## src/include/sync_tx_pkg.sv

```systemverilog
// shared constants and types for the synchronous master transmitter
package sync_tx_pkg;

   // register bus
   localparam int ADDR_W = 4;
   localparam int DATA_W = 8;

   // register indices
   localparam logic [3:0] IDX_GLOBAL_INT = 4'h0;
   localparam logic [3:0] IDX_PERIPH_IE = 4'h1;
   localparam logic [3:0] IDX_PERIPH_IF = 4'h2;
   localparam logic [3:0] IDX_RX_STATUS = 4'h3;
   localparam logic [3:0] IDX_BAUD_DIV = 4'h4;
   localparam logic [3:0] IDX_PORTC_DIR = 4'h5;
   localparam logic [3:0] IDX_TX_HOLD = 4'h6;
   localparam logic [3:0] IDX_TX_STATUS = 4'h7;
   localparam logic [3:0] IDX_EVT_STATUS = 4'h8;
   localparam logic [3:0] IDX_EVT_MASK = 4'h9;
   localparam logic [3:0] IDX_PIN_LEVEL = 4'hA;

   // reset values
   localparam logic [7:0] RST_GLOBAL_INT = 8'h00;
   localparam logic [7:0] RST_PERIPH_IE = 8'h00;
   localparam logic [7:0] RST_PERIPH_IF = 8'h00;
   localparam logic [7:0] RST_RX_STATUS = 8'h00;
   localparam logic [7:0] RST_BAUD_DIV = 8'h00;
   localparam logic [7:0] RST_PORTC_DIR = 8'hFF;
   localparam logic [7:0] RST_TX_HOLD = 8'h00;
   localparam logic [7:0] RST_TX_STATUS = 8'h02;
   localparam logic [1:0] RST_EVT = 2'h0;

   // field positions
   localparam int BIT_GIE = 7;
   localparam int BIT_PERIPHERAL_INT_ENABLE_GATE = 6;
   localparam int BIT_TX_INT_ENABLE = 4;
   localparam int BIT_TX_INT_FLAG = 4;
   localparam int EVT_CHAR_DONE = 0;
   localparam int EVT_HOLD_TAKEN = 1;
   localparam int EVT_W = 2;

   // character lengths
   localparam logic [3:0] BITS_EIGHT = 4'h8;
   localparam logic [3:0] BITS_NINE = 4'h9;

   // clock cycles per half shift-clock period per divisor step
   localparam int HALF_PRESCALE = 2;

   typedef struct packed {
      logic clock_source_master;
      logic nine_bit_tx;
      logic transmit_enable;
      logic sync_mode_select;
      logic unused3;
      logic high_speed_baud;
      logic shift_empty_flag;
      logic tx_ninth_bit;
   } tx_status_t;

   typedef struct packed {
      logic serial_port_enable;
      logic rx_nine_bit;
      logic single_receive_enable;
      logic continuous_receive_enable;
      logic addr_detect;
      logic frame_err;
      logic overrun_err;
      logic rx_ninth_bit;
   } rx_status_t;

   typedef struct packed {
      logic ck_out;
      logic ck_oe;
      logic dt_out;
      logic dt_oe;
   } pin_drive_t;

endpackage : sync_tx_pkg
```

## src/hdl/baud_tick.sv

```systemverilog
// half-period tick generator for the master shift clock
`timescale 1ns/10ps
`default_nettype none
module baud_tick
   import sync_tx_pkg::*;
#(
   parameter int PRESCALE = HALF_PRESCALE
)
(
   input wire logic clk,
   input wire logic rst_b,
   input wire logic run,
   input wire logic [7:0] divisor,
   output logic tick
);

   logic [10:0] cnt_r;
   logic [10:0] cnt_nxt;
   wire [10:0] period;
   wire at_end;

   assign period = 11'(PRESCALE) * (11'(divisor) + 11'h001);
   assign at_end = run && (cnt_r == period - 11'h001);
   assign cnt_nxt = (!run || at_end) ? 11'h000 : cnt_r + 11'h001;
   assign tick = at_end;

   always_ff @(posedge clk)
   begin
      if (!rst_b)
         cnt_r <= 11'h000;
      else
         cnt_r <= cnt_nxt;
   end

endmodule : baud_tick
`default_nettype wire

```

## src/hdl/sync_serial_master_tx.sv

```systemverilog
// synchronous master transmit path with register port and shift engine
//
// Chosen here: the plain strobed port and the address map.
`timescale 1ns/10ps
`default_nettype none
// How it works
// - half-duplex, data line never driven receiving
// - no start or stop bits framed
// - sync, master and enable bits select mode
// - transmit only when both receive enables clear
// - master drives clock pin, driver auto-enabled
// - data changes on leading clock edge
// - one clock per data bit, no extras
// - data leaves on data pin, drivers enabled
// - holding register write starts a transmission
// - new character waits while shifter busy
// - empty shifter loads at once and shifts
// - bit stays valid until next leading edge
// - shift register not visible to software
// - ninth bit sent when nine-bit mode chosen
module sync_serial_master_tx
   import sync_tx_pkg::*;
(
   input wire logic CLK,
   input wire logic RST_B,
   input wire logic [ADDR_W-1:0] ADDR,
   input wire logic [DATA_W-1:0] WDATA,
   input wire logic WR,
   input wire logic RD,
   output logic [DATA_W-1:0] RDATA,
   output logic IRQ,
   input wire logic CK_IN,
   output logic CK_OUT,
   output logic CK_OE,
   input wire logic DT_IN,
   output logic DT_OUT,
   output logic DT_OE
);

   typedef enum logic [1:0] {
      ST_IDLE,
      ST_LOW,
      ST_HIGH
   } shift_state_t;

   // software registers
   logic [7:0] global_int_r;
   logic [7:0] periph_ie_r;
   logic [7:0] periph_if_r;
   rx_status_t rx_status_r;
   logic [7:0] baud_div_r;
   logic [7:0] portc_dir_r;
   tx_status_t tx_status_r;
   logic [EVT_W-1:0] evt_status_r;
   logic [EVT_W-1:0] evt_status_nxt;
   logic [EVT_W-1:0] evt_mask_r;
   logic [DATA_W-1:0] rdata_r;
   logic [DATA_W-1:0] rdata_nxt;

   // transmit holding and hidden shifter
   logic [7:0] hold_r;
   logic hold_full_r;
   logic hold_full_nxt;
   logic [8:0] shift_r;
   logic [8:0] shift_nxt;
   logic [3:0] bits_left_r;
   logic [3:0] bits_left_nxt;
   shift_state_t state_r;
   shift_state_t state_nxt;
   pin_drive_t pins_r;
   pin_drive_t pins_nxt;

   // pin synchronisers
   logic [1:0] ck_sync_r;
   logic [1:0] dt_sync_r;

   // decode
   wire wr_global_int = WR && (ADDR == IDX_GLOBAL_INT);
   wire wr_periph_ie = WR && (ADDR == IDX_PERIPH_IE);
   wire wr_periph_if = WR && (ADDR == IDX_PERIPH_IF);
   wire wr_rx_status = WR && (ADDR == IDX_RX_STATUS);
   wire wr_baud_div = WR && (ADDR == IDX_BAUD_DIV);
   wire wr_portc_dir = WR && (ADDR == IDX_PORTC_DIR);
   wire wr_tx_hold = WR && (ADDR == IDX_TX_HOLD);
   wire wr_tx_status = WR && (ADDR == IDX_TX_STATUS);
   wire wr_evt_status = WR && (ADDR == IDX_EVT_STATUS);
   wire wr_evt_mask = WR && (ADDR == IDX_EVT_MASK);

   // mode selection
   // mode select bits
   wire master_sync = rx_status_r.serial_port_enable
      && tx_status_r.sync_mode_select
      && tx_status_r.clock_source_master;
   wire rx_cfg = rx_status_r.single_receive_enable
      || rx_status_r.continuous_receive_enable;
   wire tx_mode = master_sync && !rx_cfg && tx_status_r.transmit_enable;
   // clock driver on for transmit or receive
   wire ck_drive = master_sync
      && (tx_status_r.transmit_enable || rx_cfg);
   // data driver off whenever receive is set
   // data driver on in master transmit
   wire dt_drive = tx_mode;

   wire shifter_empty = (state_r == ST_IDLE);
   // holding waits for an idle shifter
   // empty shifter takes holding at once
   wire load = tx_mode && hold_full_r && shifter_empty;
   wire tick;
   wire last_edge = tick && (state_r == ST_HIGH)
      && (bits_left_r == 4'h0);

   wire tx_int_flag = tx_status_r.transmit_enable && !hold_full_r;
   wire [7:0] periph_if_view = {periph_if_r[7:BIT_TX_INT_FLAG+1], tx_int_flag,
      periph_if_r[BIT_TX_INT_FLAG-1:0]};
   tx_status_t tx_status_view;
   assign tx_status_view = '{
      clock_source_master: tx_status_r.clock_source_master,
      nine_bit_tx: tx_status_r.nine_bit_tx,
      transmit_enable: tx_status_r.transmit_enable,
      sync_mode_select: tx_status_r.sync_mode_select,
      unused3: 1'b0,
      high_speed_baud: tx_status_r.high_speed_baud,
      shift_empty_flag: shifter_empty,
      tx_ninth_bit: tx_status_r.tx_ninth_bit
   };
   wire [7:0] rx_status_view = {rx_status_r[7:3], 3'h0};
   wire [7:0] pin_level_view = {6'h00, ck_sync_r[1], dt_sync_r[1]};

   wire tx_irq = global_int_r[BIT_GIE] && global_int_r[BIT_PERIPHERAL_INT_ENABLE_GATE]
      && periph_ie_r[BIT_TX_INT_ENABLE] && tx_int_flag;
   wire evt_irq = |(evt_status_r & evt_mask_r);
   wire [EVT_W-1:0] evt_set = {load, last_edge};

   // read mux
   // shifter has no read path
   always_comb
   begin
      rdata_nxt = 8'h00;
      if (RD)
      begin
         unique case (ADDR)
            IDX_GLOBAL_INT: rdata_nxt = global_int_r;
            IDX_PERIPH_IE: rdata_nxt = periph_ie_r;
            IDX_PERIPH_IF: rdata_nxt = periph_if_view;
            IDX_RX_STATUS: rdata_nxt = rx_status_view;
            IDX_BAUD_DIV: rdata_nxt = baud_div_r;
            IDX_PORTC_DIR: rdata_nxt = portc_dir_r;
            IDX_TX_STATUS: rdata_nxt = tx_status_view;
            IDX_EVT_STATUS: rdata_nxt = {6'h00, evt_status_r};
            IDX_EVT_MASK: rdata_nxt = {6'h00, evt_mask_r};
            IDX_PIN_LEVEL: rdata_nxt = pin_level_view;
            default: rdata_nxt = 8'h00;
         endcase
      end
   end

   // sticky events, set beats write-one clear
   assign evt_status_nxt = (evt_status_r
      & ~(wr_evt_status ? WDATA[EVT_W-1:0] : {EVT_W{1'b0}})) | evt_set;

   // holding register occupancy
   // write to holding starts a send
   always_comb
   begin
      hold_full_nxt = hold_full_r;
      if (!rx_status_r.serial_port_enable)
         hold_full_nxt = 1'b0;
      else if (wr_tx_hold)
         hold_full_nxt = 1'b1;
      else if (load)
         hold_full_nxt = 1'b0;
   end

   baud_tick #(
      .PRESCALE(HALF_PRESCALE)
   ) u_baud (
      .clk(CLK),
      .rst_b(RST_B),
      .run(!shifter_empty),
      .divisor(baud_div_r),
      .tick(tick)
   );

   // shift engine
   always_comb
   begin
      state_nxt = state_r;
      shift_nxt = shift_r;
      bits_left_nxt = bits_left_r;
      pins_nxt = pins_r;
      pins_nxt.ck_oe = ck_drive;
      pins_nxt.dt_oe = dt_drive;
      if (!tx_mode)
      begin
         state_nxt = ST_IDLE;
         pins_nxt.ck_out = 1'b0;
      end
      else
      begin
         unique case (state_r)
            ST_IDLE:
            begin
               if (load)
               begin
                  shift_nxt = {tx_status_r.tx_ninth_bit, hold_r};
                  bits_left_nxt = tx_status_r.nine_bit_tx
                     ? BITS_NINE : BITS_EIGHT;
                  state_nxt = ST_LOW;
               end
            end
            ST_LOW:
            begin
               if (tick)
               begin
                  // data changes with the leading edge
                  // held until the next leading edge
                  pins_nxt.ck_out = 1'b1;
                  pins_nxt.dt_out = shift_r[0];
                  shift_nxt = {1'b0, shift_r[8:1]};
                  bits_left_nxt = bits_left_r - 4'h1;
                  state_nxt = ST_HIGH;
               end
            end
            ST_HIGH:
            begin
               if (tick)
               begin
                  pins_nxt.ck_out = 1'b0;
                  // stop after the last data bit
                  state_nxt = (bits_left_r == 4'h0) ? ST_IDLE : ST_LOW;
               end
            end
         endcase
      end
   end

   always_ff @(posedge CLK)
   begin
      if (!RST_B)
      begin
         state_r <= ST_IDLE;
         shift_r <= 9'h000;
         bits_left_r <= 4'h0;
         pins_r <= '0;
         hold_full_r <= 1'b0;
      end
      else
      begin
         state_r <= state_nxt;
         shift_r <= shift_nxt;
         bits_left_r <= bits_left_nxt;
         pins_r <= pins_nxt;
         hold_full_r <= hold_full_nxt;
      end
   end

   always_ff @(posedge CLK)
   begin
      if (!RST_B)
      begin
         global_int_r <= RST_GLOBAL_INT;
         periph_ie_r <= RST_PERIPH_IE;
         periph_if_r <= RST_PERIPH_IF;
         rx_status_r <= RST_RX_STATUS;
         baud_div_r <= RST_BAUD_DIV;
         portc_dir_r <= RST_PORTC_DIR;
         hold_r <= RST_TX_HOLD;
         tx_status_r <= RST_TX_STATUS;
      end
      else
      begin
         if (wr_global_int)
            global_int_r <= WDATA;
         if (wr_periph_ie)
            periph_ie_r <= WDATA;
         if (wr_periph_if)
            periph_if_r <= WDATA;
         if (wr_rx_status)
            rx_status_r <= {WDATA[7:3], 3'h0};
         if (wr_baud_div)
            baud_div_r <= WDATA;
         if (wr_portc_dir)
            portc_dir_r <= WDATA;
         if (wr_tx_hold)
            hold_r <= WDATA;
         if (wr_tx_status)
            tx_status_r <= {WDATA[7:4], 1'b0, WDATA[2], 1'b0, WDATA[0]};
      end
   end

   always_ff @(posedge CLK)
   begin
      if (!RST_B)
      begin
         evt_status_r <= RST_EVT;
         evt_mask_r <= RST_EVT;
         rdata_r <= 8'h00;
      end
      else
      begin
         evt_status_r <= evt_status_nxt;
         if (wr_evt_mask)
            evt_mask_r <= WDATA[EVT_W-1:0];
         rdata_r <= rdata_nxt;
      end
   end

   // two-flop pin synchronisers
   always_ff @(posedge CLK)
   begin
      if (!RST_B)
      begin
         ck_sync_r <= 2'h0;
         dt_sync_r <= 2'h0;
      end
      else
      begin
         ck_sync_r <= {ck_sync_r[0], CK_IN};
         dt_sync_r <= {dt_sync_r[0], DT_IN};
      end
   end

   assign RDATA = rdata_r;
   assign IRQ = tx_irq || evt_irq;
   assign CK_OUT = pins_r.ck_out;
   assign CK_OE = pins_r.ck_oe;
   assign DT_OUT = pins_r.dt_out;
   assign DT_OE = pins_r.dt_oe;

endmodule : sync_serial_master_tx
`default_nettype wire

```

## config.mk

```make
export PLATFORM = sky130hd
export DESIGN_NAME = sync_serial_master_tx
export DESIGN_NICKNAME = d
export VERILOG_FILES = /design/src/include/sync_tx_pkg.sv /design/src/hdl/baud_tick.sv /design/src/hdl/sync_serial_master_tx.sv
export SDC_FILE = /design/constraint.sdc
export NUM_CORES = 1
export LEC_CHECK = 0
export ABC_CLOCK_PERIOD_IN_PS = 4700
export BUFFER_PORTS_ARGS = -buffer_cell sky130_fd_sc_hd__buf_2
export CAP_MARGIN = 0
export CORE_UTILIZATION = 45
export DETAILED_ROUTE_END_ITERATION = 8
export HOLD_SLACK_MARGIN = 0.02
export PLACE_DENSITY = 0.63
export REMOVE_ABC_BUFFERS = 1
export SLEW_MARGIN = 15
export SYNTH_ARGS = -nofsm -noshare
export SYNTH_HDL_FRONTEND = slang
export SYNTH_SLANG_ARGS = --single-unit
```

## constraint.sdc

```tcl
create_clock -name CLK -period 4.7 [get_ports CLK]
set_input_delay 0.235 -clock CLK [delete_from_list [all_inputs] [get_ports CLK]]
set_output_delay 0.235 -clock CLK [all_outputs]
set_load 0.01 [all_outputs]
```

==> results.md <==
* Outcome: finished, final reports clean
* Sw Share at 0.237
* Synth area leaders: dfxtp_1 (41%), mux2i_1 (14%), nor2_1 (6.7%)
* Crit. End Element: register
* Final cell count without fillers at 751
* Commonest non-fill, non-tap cell in the layout: dfxtp_1
* Clock Sinks at 105
* Synth Cell Area at 5180 um^2
* Initial core utilization at 0.470
* CTS tree: built
* Synth-to-Final Area Change at 10.1%
* # setup viols final at 0
* Post-layout util at 0.517
* Crit-path max FO at 12
* Rows at 38
* Post-cts gate resize count at 0
* Final Wtd Congestion at 0.842
* Vias/cell at 5.64
* Post-synth top area share at 0.406
* Netlist cell types at 64
* Largest net degree at the start of global routing at 60
* CP Class: register to register
* Worst EP arrival at 3.67 ns
* Sequential share of the synthesized area at 0.406
* Post-DP HPWL at 8740 um
* Ys Warns at 0
* Antenna cells at 0
* Synth async-reset ratio at 0
* Fin area at 5710 um^2
* Chip width at 109 um
* Final min period at 3.39 ns
* Critical path launch point type: register
* Gr ovfl total at 0
* Clock share of power at 0.455
* Final nets at 629
* All-Layer GR Usage at 0.228
* Layout Skew at 0.00680 ns
* Leak at 2.24 nW
* First-pass GRT wire length at 20400 um
* Synth Flop Type: dfxtp_1
* # port buffers at 30
* Peak supply drop at 331 uV
* Most frequent cells in the layout: dfxtp_1 (105), nor2_1 (93), nand2_1 (80)
* Logic pwr share at 0.055
* Data required, critical path at 4.98 ns
* WHS at 0.0812 ns
* Die footprint at 11900 um^2
* Post-synth EDFFs at 0
* CTS clk-pin slew, worst paths at 0.07 ns
* Int Pwr at 1.41 mW
* Sequential share of power at 0.490
* Layout cells sized above 1 at 0.119
* Yosys top cell by area: dfxtp_1
* FMAX at 0.295 GHz
* Final period util at 0.721
* DIE HEIGHT at 109 um
* Flop2flop setup slack at 1.31 ns
* Clock latency on the worst-skew pair at 0.36 ns
* Power Dens Cells at 324 nW/um^2
* Slew headroom at 0.259
* Core area at 11000 um^2
* Final Power at 1.85 mW
* NetSw at 439 uW
* #FFs+latches synth at 105
* Avg Cell Area, Syn at 8.64 um^2
* I/O pins at 31
* RSZ-0062 raised after global routing: false
* Remaining antenna violation count after routing at 0
* DRC viols at 0
* Post-placement cell count at 735
* CTS Hold Buffers Added at 0
* Root Buffer: clkbuf_16
* Setup bufs post-CTS at 0
* Min-Delay Path Class: input pin to register
* Worst slew pin tran at 1.11 ns
* Setup ws final at 1.31 ns
* Initial antenna violation count at 0
* Max-cap check violation count at 0
* Final hold vios at 0
* H-tree depth at 3
* Post-Syn Instances at 600
* Placed Area at 5370 um^2
* Slew Limit Fails at 0
* Routed via count at 4238
* Fillers at 1047
* Routed WL at 12600 um
* Placement Setup Slack at 1.33 ns
* Clock Path Buffers at 2
* Drt wl/cell at 16.8 um
* DRT iter0 DRCs at 327
* Vias in the first global route at 3970
* CTS buffer count at 9
* Initial DRT Pass Iterations at 5
* TNS Setup at 0 ns
-- kinds of logic after synthesis --
family,share of synthesized area
compound gates,0.104
flops,0.406
buf+inv,0.0367
xor+xnor,0.0314
mux,0.161
simple gates,0.249
fa+ha+maj,0.0121
-- power by group through the flow --
stage	Combinational (mW)	Sequential, mW	Clock (mW)
CTS	0.101	0.905	0.858
finish	0.102	0.906	0.842
floorplan	0.0500	0.925	0
global route	0.111	0.907	0.891
global placement	0.100	0.926	0
detailed placement	0.101	0.926	0
-- worst paths after layout --
path                 start           end  depth (start not counted)
min reg2reg   ck_sync_r[0]  ck_sync_r[1]                          1
max          baud_div_r[0]    shift_r[3]                          9
max reg2reg  baud_div_r[0]    shift_r[3]                          9
min                  DT_IN  dt_sync_r[0]                          2
-- synth_stat cells (all sizes together) (10+ instances only) --
master / n
and2: 10
a22oi: 10
xnor2: 11
nor2: 93
dfxtp: 105
inv: 10
buf: 17
nor3: 15
clkbuf: 20
nand2: 81
a21oi: 12
mux2i: 71
nand3: 31
and3: 12
-- cell type report --
cell class                 count  area [um^2]  area share
multi-input combinational    448         2890       0.506
sequential                   105         2100       0.368
clock buffer                   9          225      0.0395
tap                          140          175      0.0307
timing repair buffer          32          165      0.0289
clock inverter                 7          111      0.0195
inverter                      10         37.5     0.00658
-- worst max-delay path: stages, from the launching register on --
cell and delay, ns:
dfxtp_1 0.53, ha_1 0.25, and2_1 0.18, a21oi_1 0.12
o31ai_4 0.37, a22o_1 0.23, a21oi_2 0.08, o311a_4 0.40
a21oi_1 0.86, mux2i_1 0.28
-- registers in the layout, summed over array words and instances, names as in the netlist, 2 cells and up --
signal        count
portc_dir_r       8
evt_mask_r        2
dt_sync_r         2
evt_status_r      2
rx_status_r       5
periph_if_r       7
state_r           2
periph_ie_r       8
hold_r            8
global_int_r      8
ck_sync_r         2
bits_left_r       4
baud_div_r        8
RDATA             8
tx_status_r       6
shift_r           9
u_baud.cnt_r     11
-- metal layers --
layer	up-vias	global-route usage	routed length (um)
li1	2110	-	-
met1	2008	0.300	5800
met2	103	0.373	6020
met3	17	0.0474	589
met4	0	0.0752	208
met5	-	0	0
(Power assumes the default switching activity.)
